--- config.mk ---
export PLATFORM = sky130hd
export DESIGN_NAME = cbc_top
export DESIGN_NICKNAME = d
export VERILOG_FILES = /design/src/pkg/cbc_pkg.sv /design/src/pkg/cbc_cmd_if.sv /design/src/core/cbc_top.sv /design/src/core/cbc_cmd_seq.sv
export VERILOG_INCLUDE_DIRS = /design/src /design/src/pkg
export SDC_FILE = /design/constraint.sdc
export NUM_CORES = 1
export LEC_CHECK = 0
export ABC_AREA = 1
export ABC_CLOCK_PERIOD_IN_PS = 1150
export BUFFER_PORTS_ARGS = -buffer_cell sky130_fd_sc_hd__buf_4
export CAP_MARGIN = 20
export CORE_ASPECT_RATIO = 1.5
export CORE_MARGIN = 2
export CORE_UTILIZATION = 51
export CTS_BUF_LIST = sky130_fd_sc_hd__clkbuf_2 sky130_fd_sc_hd__clkbuf_4 sky130_fd_sc_hd__clkbuf_8
export DETAILED_ROUTE_END_ITERATION = 8
export PLACE_DENSITY = 0.78
export SYNTH_ARGS = -nofsm -noshare
export SYNTH_HDL_FRONTEND = slang
export SYNTH_SLANG_ARGS = --single-unit
--- constraint.sdc ---
create_clock -name core_clk -period 1.15 [get_ports core_clk]
set_input_delay 0.23 -clock core_clk [delete_from_list [all_inputs] [get_ports core_clk]]
set_output_delay 0.23 -clock core_clk [all_outputs]
set_load 0.03 [all_outputs]
--- src/pkg/cbc_consts.svh ---
// Purpose: Offsets, field positions, reset values for command/bus control
// Assumes: Byte-wide register port, 7-bit register address
// Notes:   Included by the package and the cbc_top module
// How it works
// - Command bit 7 enters chip power-down
// - Command bit 6 powers down receiver, transmitter
// - Command bits 4:0 select running command
// - Command field cleared when command finishes
// - Unlock bit permits grant change next write
// - Next write after setting clears unlock
// - Host grant bit enables host interface
// - Module grant bit enables module interface
// - Both grant bits never set together
// - Host grant set only after prior unlock
// - Module grant set only after unlock
// - Bits 3:2 select secure-module link protocol
`ifndef CBC_CONSTS_SVH
`define CBC_CONSTS_SVH

// Register offsets
`define CBC_OFS_COMMAND      7'h00
`define CBC_OFS_BUS_OWN      7'h01

// Command register fields
`define CBC_CMD_STANDBY_BIT  7
`define CBC_CMD_RF_OFF_BIT   6
`define CBC_CMD_CODE_MSB     4
`define CBC_CMD_CODE_LSB     0
`define CBC_CMD_IDLE         5'h00

// Bus ownership register fields
`define CBC_BUS_UNLOCK_BIT   7
`define CBC_BUS_HOST_BIT     6
`define CBC_BUS_SAM_BIT      5
`define CBC_BUS_LINK_MSB     3
`define CBC_BUS_LINK_LSB     2

// Reset values
`define CBC_RST_COMMAND      8'h00
`define CBC_RST_BUS_OWN      8'h00
`define CBC_RST_RDATA        8'h00

`endif

--- src/pkg/cbc_pkg.sv ---
// Purpose: Types shared by the command and bus control modules
// Assumes: Constants come from cbc_consts.svh
// Notes:   One-hot state codes are written out
`include "cbc_consts.svh"
package cbc_pkg;
  // Command sequencer states, one-hot
  typedef enum logic [2:0] {
    CBC_ST_IDLE = 3'b001,
    CBC_ST_RUN  = 3'b010,
    CBC_ST_DONE = 3'b100
  } cbc_state_type;

  // Secure-module link protocol selection
  typedef enum logic [1:0] {
    CBC_LINK_OFF  = 2'h0,
    CBC_LINK_SPI  = 2'h1,
    CBC_LINK_LOW_SPEED_I2C_VARIANT = 2'h2,
    CBC_LINK_I2C  = 2'h3
  } cbc_link_type;

  // Command code width
  typedef logic [4:0] cbc_cmd_type;
endpackage

--- src/pkg/cbc_cmd_if.sv ---
// Purpose: Carrier between register bank and command sequencer
// Assumes: Single clock domain
// Notes:   start and finish are one-cycle pulses
`timescale 1ns/1ps
interface cbc_cmd_if;
  import cbc_pkg::*;
  logic        start;   // Launch a command
  logic        stop;    // Abort running command
  cbc_cmd_type code;    // Command code launched
  logic        busy;    // Sequencer is running
  logic        finish;  // Command has ended

  // Register bank side
  modport bank (output start, output stop, output code,
                input busy, input finish);
  // Sequencer side
  modport seq (input start, input stop, input code,
               output busy, output finish);
endinterface

--- src/core/cbc_top.sv ---
// Purpose: Command and bus ownership control registers
// Assumes: Register port driven by logic on core_clk
// Notes:   Read data is registered, valid one cycle after reg_rd
`timescale 1ns/1ps
`include "cbc_consts.svh"
module cbc_top (
  input  wire logic            core_clk,          // 100 MHz system clock
  input  wire logic            reset_n,           // Async reset, active low
  input  wire logic [6:0]      reg_addr,          // Register address
  input  wire logic            reg_wr,            // Write strobe
  input  wire logic            reg_rd,            // Read strobe
  input  wire logic [7:0]      reg_wdata,         // Write data
  input  wire logic            cmd_done_in,       // Command engine done
  output logic [7:0]           reg_rdata,         // Read data
  output logic                 chip_powerdown,    // Whole-chip power-down
  output logic                 rf_frontend_powerdown, // Rx/Tx power-down
  output cbc_pkg::cbc_cmd_type cmd_code,          // Running command code
  output logic                 cmd_start,         // Command launch pulse
  output logic                 cmd_busy,          // Command in progress
  output logic                 host_if_enable,    // Host port owns bus
  output logic                 sam_if_enable,     // Module port owns bus
  output cbc_pkg::cbc_link_type secure_module_link_select // Link protocol
);
  import cbc_pkg::*;

  // Stored register state
  logic        standby_q;                 // Power-down request
  logic        rf_off_q;                  // Front-end power-down
  cbc_cmd_type code_q;                    // Command field
  logic        grant_write_unlock_q;      // Grant unlock
  logic        host_port_bus_grant_q;     // Host grant
  logic        secure_module_bus_grant_q; // Module grant
  cbc_link_type link_q;                   // Link select
  logic        start_q;                   // Launch pulse
  logic        busy_q;                    // Registered busy
  logic [7:0]  rdata_q;                   // Read data register

  // Decoded accesses
  logic        wr_cmd;                    // Write to command register
  logic        wr_bus;                    // Write to ownership register
  logic        want_host;                 // Write asks for host grant
  logic        want_sam;                  // Write asks for module grant
  logic        grant_ok;                  // Grant change is legal
  cbc_cmd_type wr_code;                   // Code in the write data

  cbc_cmd_if   cmd ();                    // Sequencer link

  assign wr_cmd    = reg_wr && (reg_addr == `CBC_OFS_COMMAND);
  assign wr_bus    = reg_wr && (reg_addr == `CBC_OFS_BUS_OWN);
  assign want_host = reg_wdata[`CBC_BUS_HOST_BIT];
  assign want_sam  = reg_wdata[`CBC_BUS_SAM_BIT];
  assign wr_code   = reg_wdata[`CBC_CMD_CODE_MSB:`CBC_CMD_CODE_LSB];

  // Grants move only when unlocked and not both requested
  assign grant_ok  = grant_write_unlock_q && !(want_host && want_sam);

  // Launch or abort requests toward the sequencer
  assign cmd.start = start_q;
  assign cmd.stop  = wr_cmd && (wr_code == `CBC_CMD_IDLE) && cmd.busy;
  assign cmd.code  = code_q;

  // Command sequencer
  cbc_cmd_seq u_seq (
    .core_clk    (core_clk),
    .reset_n     (reset_n),
    .cmd_done_in (cmd_done_in),
    .cmd         (cmd)
  );

  // Power controls, plain software bits
  always_ff @(posedge core_clk or negedge reset_n) begin
    if (!reset_n) begin
      standby_q <= 1'b0;
      rf_off_q  <= 1'b0;
    end else if (wr_cmd) begin
      standby_q <= reg_wdata[`CBC_CMD_STANDBY_BIT];
      rf_off_q  <= reg_wdata[`CBC_CMD_RF_OFF_BIT];
    end
  end

  // Command field, software write wins over finish
  always_ff @(posedge core_clk or negedge reset_n) begin
    if (!reset_n) begin
      code_q <= `CBC_CMD_IDLE;
    end else if (wr_cmd) begin
      code_q <= wr_code;
    end else if (cmd.finish) begin
      code_q <= `CBC_CMD_IDLE;
    end
  end

  // Launch pulse one cycle after a non-idle code write
  always_ff @(posedge core_clk or negedge reset_n) begin
    if (!reset_n) begin
      start_q <= 1'b0;
    end else begin
      start_q <= wr_cmd && (wr_code != `CBC_CMD_IDLE);
    end
  end

  // Registered busy for the output
  always_ff @(posedge core_clk or negedge reset_n) begin
    if (!reset_n) begin
      busy_q <= 1'b0;
    end else begin
      busy_q <= cmd.busy;
    end
  end

  // Unlock bit, consumed by the next write
  always_ff @(posedge core_clk or negedge reset_n) begin
    if (!reset_n) begin
      grant_write_unlock_q <= 1'b0;
    end else if (reg_wr && grant_write_unlock_q) begin
      grant_write_unlock_q <= 1'b0;
    end else if (wr_bus) begin
      grant_write_unlock_q <= reg_wdata[`CBC_BUS_UNLOCK_BIT];
    end
  end

  // Bus grants, changed only through an unlocked write
  always_ff @(posedge core_clk or negedge reset_n) begin
    if (!reset_n) begin
      host_port_bus_grant_q     <= 1'b0;
      secure_module_bus_grant_q <= 1'b0;
    end else if (wr_bus && grant_ok) begin
      host_port_bus_grant_q     <= want_host;
      secure_module_bus_grant_q <= want_sam;
    end
  end

  // Link protocol select, plain software field
  always_ff @(posedge core_clk or negedge reset_n) begin
    if (!reset_n) begin
      link_q <= CBC_LINK_OFF;
    end else if (wr_bus) begin
      link_q <= cbc_link_type'(
        reg_wdata[`CBC_BUS_LINK_MSB:`CBC_BUS_LINK_LSB]);
    end
  end

  // Registered read port, reserved bits zero
  always_ff @(posedge core_clk or negedge reset_n) begin
    if (!reset_n) begin
      rdata_q <= `CBC_RST_RDATA;
    end else if (reg_rd) begin
      case (reg_addr)
        `CBC_OFS_COMMAND: begin
          rdata_q <= {standby_q, rf_off_q, 1'b0, code_q};
        end
        `CBC_OFS_BUS_OWN: begin
          rdata_q <= {grant_write_unlock_q, host_port_bus_grant_q,
                      secure_module_bus_grant_q, 1'b0, link_q,
                      2'h0};
        end
        default: begin
          rdata_q <= 8'h00;               // Unmapped reads zero
        end
      endcase
    end
  end

  // Outputs straight from flops
  assign reg_rdata                 = rdata_q;
  assign chip_powerdown            = standby_q;
  assign rf_frontend_powerdown     = rf_off_q;
  assign cmd_code                  = code_q;
  assign cmd_start                 = start_q;
  assign cmd_busy                  = busy_q;
  assign host_if_enable            = host_port_bus_grant_q;
  assign sam_if_enable             = secure_module_bus_grant_q;
  assign secure_module_link_select = link_q;
endmodule

--- src/core/cbc_cmd_seq.sv ---
// Purpose: Tracks one running command until it ends
// Assumes: cmd_done_in comes from logic on core_clk
// Notes:   finish pulses one cycle after done or stop
`timescale 1ns/1ps
module cbc_cmd_seq (
  input  wire logic core_clk,     // System clock
  input  wire logic reset_n,      // Async reset, active low
  input  wire logic cmd_done_in,  // Command engine reports completion
  cbc_cmd_if.seq    cmd           // Link to register bank
);
  import cbc_pkg::*;

  cbc_state_type state_q;         // Sequencer state

  // Sequencer state machine
  always_ff @(posedge core_clk or negedge reset_n) begin
    if (!reset_n) begin
      state_q <= CBC_ST_IDLE;
    end else begin
      case (state_q)
        CBC_ST_IDLE: begin
          // Launch on a non-idle code
          if (cmd.start) begin
            state_q <= CBC_ST_RUN;
          end
        end
        CBC_ST_RUN: begin
          // End on completion or abort
          if (cmd_done_in || cmd.stop) begin
            state_q <= CBC_ST_DONE;
          end
        end
        CBC_ST_DONE: begin
          // Back-to-back launch allowed
          state_q <= cmd.start ? CBC_ST_RUN : CBC_ST_IDLE;
        end
        default: begin
          state_q <= CBC_ST_IDLE;
        end
      endcase
    end
  end

  // Status toward the register bank
  assign cmd.busy   = (state_q == CBC_ST_RUN);
  assign cmd.finish = (state_q == CBC_ST_DONE);
endmodule

# Word-level counts from Yosys, hierarchy flattened

Cells that the tools add are included.
W data, S select, Z words.

Output and inout bits: 21
Register bits: 25
Input port bits: 20

Reductions and logical operators: 17
Mux-type cells: 9
Equal/unequal tests: 6

Operators with widths:

| operator             | count |
|---|---|
| $pmux W8 S2          | 1 |
| $mux W5              | 2 |
| $logic_and A1 B1 Y1  | 9 |
| $pmux W3 S3          | 1 |
| $eq A7 B1 Y1 const B | 1 |
| $logic_not A7 Y1     | 1 |
| $mux W3              | 2 |
| $logic_not A5 Y1     | 1 |
| $reduce_bool A5 Y1   | 1 |
| $reduce_bool A2 Y1   | 2 |
| $eq A3 B1 Y1 const B | 1 |
| $eq A3 B2 Y1 const B | 1 |
| $eq A3 B3 Y1 const B | 1 |
| $mux W1              | 2 |
| $mux W2              | 1 |
| $ne A2 B1 Y1 const B | 1 |
| $ne A2 B2 Y1 const B | 1 |
| $reduce_and A2 Y1    | 1 |
| $logic_not A1 Y1     | 1 |
| $logic_or A1 B1 Y1   | 1 |

# Longest topological paths before layout

Gate-level depths: netlist of run 1.

Word-level depth: 7
Gate-level depth with buffers: 8

# Modules after synthesis

Synthesis of run 1 repeated with hierarchy kept, for this count alone.

Cells, all modules: 153
Area total of the unflattened synthesis: 1286.2 um^2

By module, submodules not included:

| module      | times used | cells each | area an instance (um^2) | sequential area each (um^2) |
|---|---|---|---|---|
| cbc_top     | 1          | 130        | 1087.3                  | 550.5 |
| cbc_cmd_seq | 1          | 23         | 198.9                   | 76.3 |

# Least setup slack after synthesis of run 1

OpenSTA, ideal clock, no wires.

Path type: register to register
Start: register u_seq.state_q[0]
End: register u_seq.state_q[2]
Path buffers: 0
Stages on the path, launching flop included: 5
Library setup time: 114 ps
Arrival time: 913 ps
Slack: 123 ps
Cells stage by stage: dfstp_2 -> nand3_1 -> or2_1 -> nand2_1 -> nor2_1

Word-level cells in the longest chain between the ends: 5
Elaborated cells on any way between the ends: 9
Classes of those cells: eq/ne (5); mux (1); reduce/logical (3)

Ends and longest elaborated chain:

| what                        | line                                 | text |
|---|---|---|
| from (decl)                 | cbc_cmd_seq.sv:13                    | `cbc_state_type state_q;` |
| from (signal assigned)      | cbc_cmd_seq.sv:35                    | `state_q <= cmd.start ? CBC_ST_RUN : CBC_ST_IDLE;` |
| $eq A3 B2 Y1                | cbc_cmd_seq.sv:20, cbc_cmd_seq.sv:45 |  |
| $logic_and A1 B1 Y1         | cbc_top.sv:59                        | `` assign cmd.stop = wr_cmd && (wr_code == `CBC_CMD_IDLE) && cmd.busy; `` |
| $logic_or A1 B1 Y1          | cbc_cmd_seq.sv:29                    | `if (cmd_done_in \|\| cmd.stop) begin` |
| $ne A2 B1 Y1 (no line)      | -                                    |  |
| $reduce_and A2 Y1 (no line) | -                                    |  |

Parallel ways exist; a longest one is shown, timed or not.
A chain may end at the register's enable or synchronous reset.

# Worst setup path in the final report of run 1

Start: register start_q (netlist: cmd_start)
End: output port cmd_start

RTL lines:

| what                   | line          | text |
|---|---|---|
| from (decl)            | cbc_top.sv:34 | `logic start_q;` |
| from (signal assigned) | cbc_top.sv:97 | `` start_q <= wr_cmd && (wr_code != `CBC_CMD_IDLE); `` |
| to (decl)              | cbc_top.sv:18 | `output logic cmd_start,` |

No word-level cell between the ends.

==> summary.md, run 1 <==
| Metric | Value |
|---|---|
| Outcome | complete, no violations |
| Worst slew margin | 0.796 |
| CTS Buf Count | 3 |
| Critical Path Fanout Max | 2 |
| WL per Instance | 13.3 microns |
| Pwr dens | between 1000 and 1500 nW/um^2 |
| CP Launch Type | register |
| Post-synthesis sequential element count | 25 |
| Unrepaired setup endpoints after global routing | yes |
| GPL Wtd Cong | 0.787 |
| Leak | 0.000959 uW |
| Detailed Routing Iterations Pass 1 | 4 |
| CTS tree | built |
| Nets | between 200 and 250 |
| Die Area | 2780 sq um |
| Fin. max-slew vios | 0 |
| First-pass GRT wire length | between 4000 and 5000 microns |
| Vias | 1,162 |
| IO buf count | 40 |
| N_diodes | 0 |
| Synthesis Warnings | 0 |
| CTS HTree Levels | 1 |
| Layout area overhead | 49.4% |
| Req. time, crit path | between 900 and 1000 ps |
| Crit path kind | register to primary output |
| Die Width | around 44 microns |
| Row cnt | 21 |
| Initial antenna violation count | 0 |
| Tcrit/Tclk final | 0.992 |
| Clk root buf | clkbuf_4 |
| Routed WL | 3010 microns |
| Final setup TNS | 0 ps |
| Placed cell area | 1550 sq um |
| Power, Total | 1860 uW |
| Critical path capture point type | primary output |
| Initial Utilization | 0.540 |
| Clock Sinks | 25 |
| Design Area, Final | 1800 sq um |
| Final clock skew | 1.68 ps |
| Synthesized cell area | approximately 1200 sq um |
| Slowest stage delay, CP | around 430 ps |
| FMAX | 0.877 GHz |
| Seq/Total Area, Yosys | 0.520 |
| Die Ht | approximately 64 microns |
| Clk buf depth | 2 |
| Syn Nets | between 150 and 200 |
| DPL Wire Length | roughly 2100 microns |
| Worst VDD drop | 0.730 mV |
| IO Pins | 41 |
| Vias in the first global route | 1,105 |
| Syn_area_per_cell | 8.93 sq um |
| Max stage delay cell, worst path | dfrtp_1 |
| Post-route DRC | 0 |
| Largest net degree at the start of global routing | 26 |
| Synth Instances | ~140 |
| Top delay family on crit path | flip-flops |
| Worst slack, placed | -124 ps |
| Hold violation count in the final report | 0 |
| Initial DRC Count | 20 |
| Worst slew pin tran | 306 ps |
| Core box area | 2230 sq um |
| Max-cap check violation count | 0 |
| Crit-path cells | buf_6 |
| Tmin final | 1140 ps |
| Grt ovf | 0 |
| Clk Latency, worst-skew pair | 320 ps |
| Vias/cell | 5.14 |
| Layout cell share with drive strength beyond 1 | 0.507 |
| HP Class | input pin to register |
| WP buf/inv | 1 |
| Global Route Usage Sum | 0.229 |
| CP arrival | 910 ps |
| Unique cell type count in the Yosys netlist | 21 |
| Worst-path clk slew | between 100 and 150 ps |
| Remaining antenna violation count | 0 |
| Final Worst Setup Slack | 9.60 ps |
| Setup violations, final | 0 |
[state kept, by name, indices dropped and copies added (netlist names)]
register and cells:
chip_powerdown 1, cmd_busy 1, cmd_code 5, cmd_start 1
grant_write_unlock_q 1, host_if_enable 1, reg_rdata 8, rf_frontend_powerdown 1
sam_if_enable 1, secure_module_link_select 2, u_seq.state_q 3
[worst paths after layout]
path / start / endpoint / slack, ps / cells after the start
max in group asynchronous: reset_n / u_seq.state_q[0]$_DFFE_PN1P_ / 540 / 2
setup / recovery: cmd_start$_DFF_PN0_ / cmd_start / 10 / 1
hold / removal: reg_wdata[3] / secure_module_link_select[1]$_DFFE_PN0P_ / 110 / 3
min in group asynchronous: reset_n / reg_rdata[7]$_DFFE_PN0P_ / 320 / 2
setup reg to reg: u_seq.state_q[0]$_DFFE_PN1P_ / u_seq.state_q[0]$_DFFE_PN1P_ / 40 / 4
hold reg to reg: grant_write_unlock_q$_DFFE_PN0P_ / grant_write_unlock_q$_DFFE_PN0P_ / 530 / 2
[layer usage]
| layer | GRT usage | wire (microns) | share of wire | vias to the layer above |
|---|---|---|---|---|
| met5 | 0 | 0 | 0 | - |
| met4 | 0.106 | 122 | 0.041 | 0 |
| met3 | 0.0258 | 120 | 0.040 | 11 |
| met2 | 0.414 | 1700 | 0.57 | 32 |
| met1 | 0.253 | 1060 | 0.35 | 554 |
| li1 | - | - | - | 565 |
[cell type report]
type	instances	area [sq um]
flip-flops and latches	25	627
inverters	14	52.6
repair buffers	67	558
well taps	23	28.8
fillers	158	432
multi-input cells	93	505
clock buffers	4	30.0
[what timing repair did]
| action | CTS | global route |
|---|---|---|
| pin swaps | 0 | 0 |
| hold buffers | 1 | 0 |
| setup endpoints to repair | 9 | 20 |
| cloned | 0 | 0 |
| hold endpoints to repair | 24 | 0 |
| gates resized for setup | 1 | 14 |
| setup buffers | 9 | 12 |
[Yosys cell counts]
master,instances,share of area
nand3_2,1,0.0083
o221ai_1,1,0.0073
o21ai_1,1,0.0041
nor2_1,11,0.034
and2_4,1,0.0073
nor2_2,3,0.016
nor2_4,2,0.019
buf_6,2,0.019
nand2_2,5,0.026
or2_1,1,0.0052
dfstp_2,1,0.022
dfrtp_1,24,0.50
inv_2,6,0.019
nor3_2,1,0.0083
a21oi_2,9,0.065
clkinv_1,1,0.0031
nand2_1,34,0.11
o21ai_2,4,0.029
nand3_1,19,0.079
buf_2,1,0.0041
inv_1,7,0.022
[placed cells by master (no fill, tap or decap), drive strengths merged]
| master | n |
|---|---|
| a21oi | 9 |
| and2 | 1 |
| buf | 66 |
| clkbuf | 4 |
| clkinv | 1 |
| dfrtp | 24 |
| dfstp | 1 |
| dlygate4sd3 | 1 |
| inv | 13 |
| nand2 | 39 |
| nand3 | 20 |
| nor2 | 16 |
| nor3 | 1 |
| o21ai | 5 |
| o221ai | 1 |
| or2 | 1 |
[power breakdown]
group          switching (uW)  internal (uW)  total (uW)
Clock                     255            160         415
Sequential               44.1            939         983
Combinational             239            219         457
[through the flow]
| stage | cells | util | hold WS (ps) |
|---|---|---|---|
| 3_3_place_gp | 200 | 0.692 | 148 |
| 6_report | 226 | 0.807 | 110 |
| 2_1_floorplan | 135 | - | -65.6 |
| 4_1_cts | 214 | 0.742 | 109 |
| 3_5_place_dp | 200 | 0.692 | 148 |
| 5_1_grt | 226 | 0.807 | 134 |
[kinds of logic after synthesis]
family	Yosys count	synth area share
and+or+nand+nor	78	0.308
DFF	25	0.520
buffers and inverters	17	0.0664
AOI/OAI and AO/OA	15	0.106
(Power assumes the default switching activity.)
==> run 2, diff against run 1 <==
--- a/config.mk
+++ b/config.mk
@@ -7,15 +7,15 @@
 export NUM_CORES = 1
 export LEC_CHECK = 0
 export ABC_AREA = 1
-export ABC_CLOCK_PERIOD_IN_PS = 1150
-export BUFFER_PORTS_ARGS = -buffer_cell sky130_fd_sc_hd__buf_4
+export ABC_CLOCK_PERIOD_IN_PS = 1400
 export CAP_MARGIN = 20
 export CORE_ASPECT_RATIO = 1.5
 export CORE_MARGIN = 2
-export CORE_UTILIZATION = 51
+export CORE_UTILIZATION = 45
 export CTS_BUF_LIST = sky130_fd_sc_hd__clkbuf_2 sky130_fd_sc_hd__clkbuf_4 sky130_fd_sc_hd__clkbuf_8
 export DETAILED_ROUTE_END_ITERATION = 8
-export PLACE_DENSITY = 0.78
+export DONT_BUFFER_PORTS = 1
+export PLACE_DENSITY = 0.57
 export SYNTH_ARGS = -nofsm -noshare
 export SYNTH_HDL_FRONTEND = slang
 export SYNTH_SLANG_ARGS = --single-unit
==> constraint.sdc (replaced) <==
create_clock -name core_clk -period 1.4 [get_ports core_clk]
set_input_delay 0.28 -clock core_clk [delete_from_list [all_inputs] [get_ports core_clk]]
set_output_delay 0.28 -clock core_clk [all_outputs]
set_load 0.03 [all_outputs]
==> run 2 against run 1 <==
Effect of this change:
- register-to-register slack better by 240 ps
- clock skew up 1.6 ps
- design area down 27%
- routed wire length down 18%
- sequential share of layout area up 13 points
- final cell count down 22%
- combinational power down 69%
- hold slack better by 23 ps
- power down 22%
- clock-buffer cell count unchanged
==> summary.md, run 2 (synthesis gave the netlist of run 1 again) <==
| Metric | Value |
|---|---|
| Outcome | complete, no violations |
| Routed WL | between 2000 and 2500 microns |
| Setup violations, final | 0 |
| Vias | 878 |
| Met3 usage | 0.0508 |
| Initial DRC Count | 19 |
| Post-CTS setup buffers | 0 |
| Hold violation count in the final report | 0 |
| Initial Utilization | 0.461 |
| Max reg flops | 8 |
| Clock Sinks | 25 |
| Initial antenna violation count | 0 |
| Final setup TNS | 0 ps |
| Met2 Use GR | 0.297 |
| CP arrival | 840 ps |
| Number of fillers in the final layout | 252 |
| Leak | 0.000630 uW |
| Row cnt | 23 |
| Design Area, Final | 1310 sq um |
| Core box area | 2620 sq um |
| GPL Wtd Cong | ~0.74 |
| Unrepaired setup endpoints after global routing | no |
| Pwr dens | 1100 nW/um^2 |
| Die Width | 46.3 microns |
| Grt ovf | 0 |
| Critical path capture point type | primary output |
| First-pass GRT wire length | 3950 microns |
| Remaining antenna violation count | 0 |
| Worst slew margin | 0.740 |
| Detailed Routing Iterations Pass 1 | 4 |
| DPL Wire Length | 1900 microns |
| Vias/cell | 4.99 |
| IO Pins | 41 |
| Final clock skew | around 3.3 ps |
| Layout area overhead | 8.71% |
| Final std cells w/o fill | 176 |
| Tcrit/Tclk final | 0.803 |
| Worst slew pin tran | 389 ps |
| Placed cell area | 1230 sq um |
| Die Area | between 3000 and 4000 sq um |
| Busiest layer in global routing | met2 |
| Worst-path clk slew | 80 ps |
| Clk Latency, worst-skew pair | about 260 ps |
| Most frequent cells in the layout | nand2_1 (34), dfrtp_1 (24), nand3_1 (19) |
| Global Route Usage Sum | 0.180 |
| Largest net degree at the start of global routing | 26 |
| Clk root buf | clkbuf_8 |
| Layout cell share with drive strength beyond 1 | 0.281 |
| N_diodes | 0 |
| Max-cap check violation count | 0 |
| Nets | 160 |
| Crit path kind | register to primary output |
| Worst VDD drop | 0.587 mV |
| Critical Path Fanout Max | 3 |
| CTS HTree Levels | 1 |
| Vias in the first global route | 861 |
| Met1 Use GR | 0.211 |
| CTS Buf Count | 3 |
| Req. time, crit path | 1120 ps |
| HP Class | input pin to register |
| Post-cts sizing count | 0 |
| Tmin final | 1120 ps |
| CTS tree | built |
| Most common cell after layout, fill and taps aside | nand2_1 |
| Post-route DRC | 0 |
| Fin. max-slew vios | 0 |
| WL per Instance | 14.0 microns |
| CP Launch Type | register |
| FMAX | 0.890 GHz |
| Inst Count DP | 170 |
| Clk buf depth | 2 |
| Die Ht | 67.4 microns |
| IO buf count | 0 |
## run 2: metrics by stage
stage	power (uW)	util	worst slack, ps	hold WS (ps)
after floorplan	982	-	373	-15.6
after global placement	1000	0.471	197	-14.9
after detailed placement	1010	0.471	163	-14.9
after CTS	1470	0.501	262	129
after global routing	1520	0.501	172	123
final	1450	0.501	276	133
## run 2: metal layers
metal | wire, microns | up-vias | part of all wire
met2 | 1310 | 26 | 0.53
met4 | 19 | 0 | 0.0077
met5 | 0 | - | 0
met3 | 144 | 2 | 0.059
met1 | 986 | 410 | 0.40
li1 | - | 440 | -
## run 2: layout make-up
cell class | instances | area (sq um) | share of cell area
well taps | 37 | 46.3 | 0.0353
repair buffers | 3 | 37.5 | 0.0286
multi-input cells | 93 | 499 | 0.381
flip-flops and latches | 25 | 627 | 0.478
clock buffers | 4 | 48.8 | 0.0372
inverters | 14 | 52.6 | 0.0401
## run 2: worst paths after layout
check | cells past startpoint | end | from | slack, ps
worst max register to register | 6 | u_seq.state_q[2]$_DFFE_PN0P_ | u_seq.state_q[2]$_DFFE_PN0P_ | 280
worst min register to register | 1 | cmd_busy$_DFF_PN0_ | u_seq.state_q[2]$_DFFE_PN0P_ | 510
min in group asynchronous | 2 | reg_rdata[4]$_DFFE_PN0P_ | reset_n | 440
worst min-delay path | 2 | secure_module_link_select[1]$_DFFE_PN0P_ | reg_wdata[3] | 130
worst max-delay path | 0 | cmd_code[3] | cmd_code[3]$_DFFE_PN0P_ | 280
max in group asynchronous | 2 | u_seq.state_q[0]$_DFFE_PN1P_ | reset_n | 740
## run 2: power by group
group | total, uW | switching, uW | internal [uW]
Combinational | 142 | 83.2 | 59.2
Sequential | 870 | 100 | 770
Clock | 434 | 211 | 222
## run 2: what timing repair did
item	CTS	global route
hold buffers	2	0
setup endpoints to repair	0	0
endpoints found under the hold margin	25	0
==> run 3, diff against run 2 <==
--- a/config.mk
+++ b/config.mk
@@ -7,7 +7,7 @@
 export NUM_CORES = 1
 export LEC_CHECK = 0
 export ABC_AREA = 1
-export ABC_CLOCK_PERIOD_IN_PS = 1400
+export ABC_CLOCK_PERIOD_IN_PS = 1000
 export CAP_MARGIN = 20
 export CORE_ASPECT_RATIO = 1.5
 export CORE_MARGIN = 2
@@ -15,7 +15,7 @@
 export CTS_BUF_LIST = sky130_fd_sc_hd__clkbuf_2 sky130_fd_sc_hd__clkbuf_4 sky130_fd_sc_hd__clkbuf_8
 export DETAILED_ROUTE_END_ITERATION = 8
 export DONT_BUFFER_PORTS = 1
-export PLACE_DENSITY = 0.57
+export PLACE_DENSITY = 0.59
 export SYNTH_ARGS = -nofsm -noshare
 export SYNTH_HDL_FRONTEND = slang
 export SYNTH_SLANG_ARGS = --single-unit
==> constraint.sdc (replaced) <==
create_clock -name core_clk -period 1 [get_ports core_clk]
set_input_delay 0.2 -clock core_clk [delete_from_list [all_inputs] [get_ports core_clk]]
set_output_delay 0.2 -clock core_clk [all_outputs]
set_load 0.03 [all_outputs]
==> run 3 against run 2 <==
Effect of this change:
- design area up 15%
- via count up 10%
- largest cell class unchanged
- routed wire length up 4.0%
- final cell count up 11%
- sequential share of layout area down 5.2 points
- power up 44%
- clock-buffer cell count down 1
- the flow now finishes with violations (setup timing)
- utilization up 7.6 points
- setup slack worse by 350 ps
- register-to-register slack worse by 350 ps
==> summary.md, run 3 (synthesis gave the netlist of run 1 again) <==
| Metric | Value |
|---|---|
| Grt ovf | 0 |
| WHS | 62.6 ps |
| CTS tree | built |
| Clock Sinks | 25 |
| Hold violation count in the final report | 0 |
| Die Width | between 40 and 50 microns |
| Vias/cell | a little under 5 |
| CP arrival | 1230 ps |
| Max stage delay cell, worst path | dfstp_2 |
| Initial Utilization | 0.461 |
| Req. time, crit path | 1160 ps |
| Busiest layer in global routing | met2 |
| Number of fillers in the final layout | between 200 and 250 |
| Tmin final | around 1100 ps |
| Worst slack, placed | -68.5 ps |
| Unrepaired setup endpoints after global routing | yes |
| Worst-path clk slew | 90 ps |
| Critical Path Start | u_seq.state_q[0]$_DFFE_PN1P_ |
| Met3 usage | 0.0348 |
| Worst slew pin tran | 274 ps |
| Core box area | 2620 sq um |
| Clk Latency, worst-skew pair | 260 ps |
| Crit path kind | register to register |
| Met2 Use GR | 0.332 |
| Clk root buf | clkbuf_8 |
| Met1 Use GR | 0.226 |
| Initial antenna violation count | 0 |
| Pwr dens | around 1400 nW/um^2 |
| Setup violations, final | 10 |
| IO buf count | 0 |
| CTS HTree Levels | 1 |
| Most frequent cells in the layout | nand2_1 (32), nand3_1 (18), dfrtp_2 (14), buf_4 (14) |
| First-pass GRT wire length | 4350 microns |
| Nets | 179 |
| Most common cell after layout, fill and taps aside | nand2_1 |
| DPL Wire Length | between 1500 and 2000 microns |
| Leak | 0.000722 uW |
| FMAX | 0.930 GHz |
| Initial DRC Count | 22 |
| Critical path capture point type | register |
| Fin. max-slew vios | 0 |
| Multi-input combinational cell area | 519 sq um |
| Critical Path Fanout Max | 3 |
| Remaining antenna violation count | 0 |
| Die Ht | just under 70 microns |
| Failing checks | setup timing |
| Top delay family on crit path | flip-flops |
| Worst slew margin | 0.817 |
| Detailed Routing Iterations Pass 1 | 4 |
| GPL Wtd Cong | 0.760 |
| Final Worst Setup Slack | -75.1 ps |
| CP Launch Type | register |
| HP Class | input pin to register |
| Tcrit/Tclk final | 1.08 |
| Row cnt | 23 |
| Worst VDD drop | 0.802 mV |
| CTS Buf Count | 3 |
| Die Area | a little over 3000 sq um |
| Routed WL | 2560 microns |
| Core Util, Final | 0.577 |
| IO Pins | 41 |
| WL per Instance | 13.1 microns |
| Worst r2r src | u_seq.state_q[0]$_DFFE_PN1P_ |
| Design Area, Final | 1510 sq um |
| Post-route DRC | 0 |
| Largest net degree at the start of global routing | 26 |
| WP buf/inv | 0 |
| Max reg flops | 8 |
| Final clock skew | 7.12 ps |
| Layout cell share with drive strength beyond 1 | 0.487 |
| Global Route Usage Sum | 0.190 |
| Outcome | finished with violations |
| FF/Latch Area | 644 sq um |
| Hold wc startpoint | reg_wdata[7] |
| Crit-path cells | nand3_2 -> or2_1 -> nand2_1 -> nor2_1 |
| Slowest stage delay, CP | between 500 and 600 ps |
| Layout area overhead | 25.3% |
| Clk buf depth | 2 |
| Placed cell area | about 1300 sq um |
| N_diodes | 0 |
| Vias | 968 |
| Vias in the first global route | 1,044 |
| Max-cap check violation count | 0 |
run 3: where the power goes:
| group | leakage (uW) | internal, uW | total [uW] | switching (uW) |
|---|---|---|---|---|
| Clock | 0.0000255 | 278 | 584 | 306 |
| Sequential | 0.000315 | 1080 | 1190 | 104 |
| Combinational | 0.000382 | 136 | 306 | 170 |
| Total | 0.000722 | 1500 | 2080 | 580 |
run 3: repair_timing:
action / CTS / global route
hold endpoints to repair: 25 / 0
endpoints found under the setup margin: 16 / 23
setup buffers: 5 / 2
pin swaps: 1 / 3
resized for setup: 13 / 12
hold buffers: 2 / 0
run 3: cell type report:
| class | count | share of cell area |
|---|---|---|
| clock buffers | 3 | 0.0273 |
| clock inverters | 1 | 0.00331 |
| inverters | 14 | 0.0348 |
| multi-input cells | 93 | 0.344 |
| flip-flops and latches | 25 | 0.426 |
| well taps | 37 | 0.0306 |
| repair buffers | 22 | 0.134 |
run 3: metrics by stage:
| stage | instances | total power, uW | TNS (ps) |
|---|---|---|---|
| after floorplan | 135 | 1380 | -18.2 |
| after global placement | 182 | 1430 | -62.8 |
| after detailed placement | 182 | 1440 | -192 |
| after CTS | 193 | 2090 | -237 |
| after global routing | 195 | 2200 | -1150 |
| final | 195 | 2080 | -275 |
run 3: final timing paths:
| path | slack [ps] | cells after the start | to |
|---|---|---|---|
| setup reg to reg | -80 | 4 | u_seq.state_q[2]$_DFFE_PN0P_ |
| min in group asynchronous | 360 | 2 | cmd_code[4]$_DFFE_PN0P_ |
| max in group asynchronous | 410 | 2 | u_seq.state_q[0]$_DFFE_PN1P_ |
| setup / recovery | -80 | 4 | u_seq.state_q[2]$_DFFE_PN0P_ |
| hold / removal | 60 | 2 | chip_powerdown$_DFFE_PN0N_ |
| hold reg to reg | 550 | 2 | reg_rdata[7]$_DFFE_PN0P_ |
run 3: metal layers:
layer / vias to the layer above / wire, microns
met3: 4 / 167
li1: 475 / -
met2: 32 / 1330
met4: 0 / 42
met5: - / 0
met1: 457 / 1020
run 3: worst reg2reg max path: stages (launching register included):
cell and delay (ps):
dfstp_2 560, nand3_2 80, or2_1 240, nand2_1 60, nor2_1 40
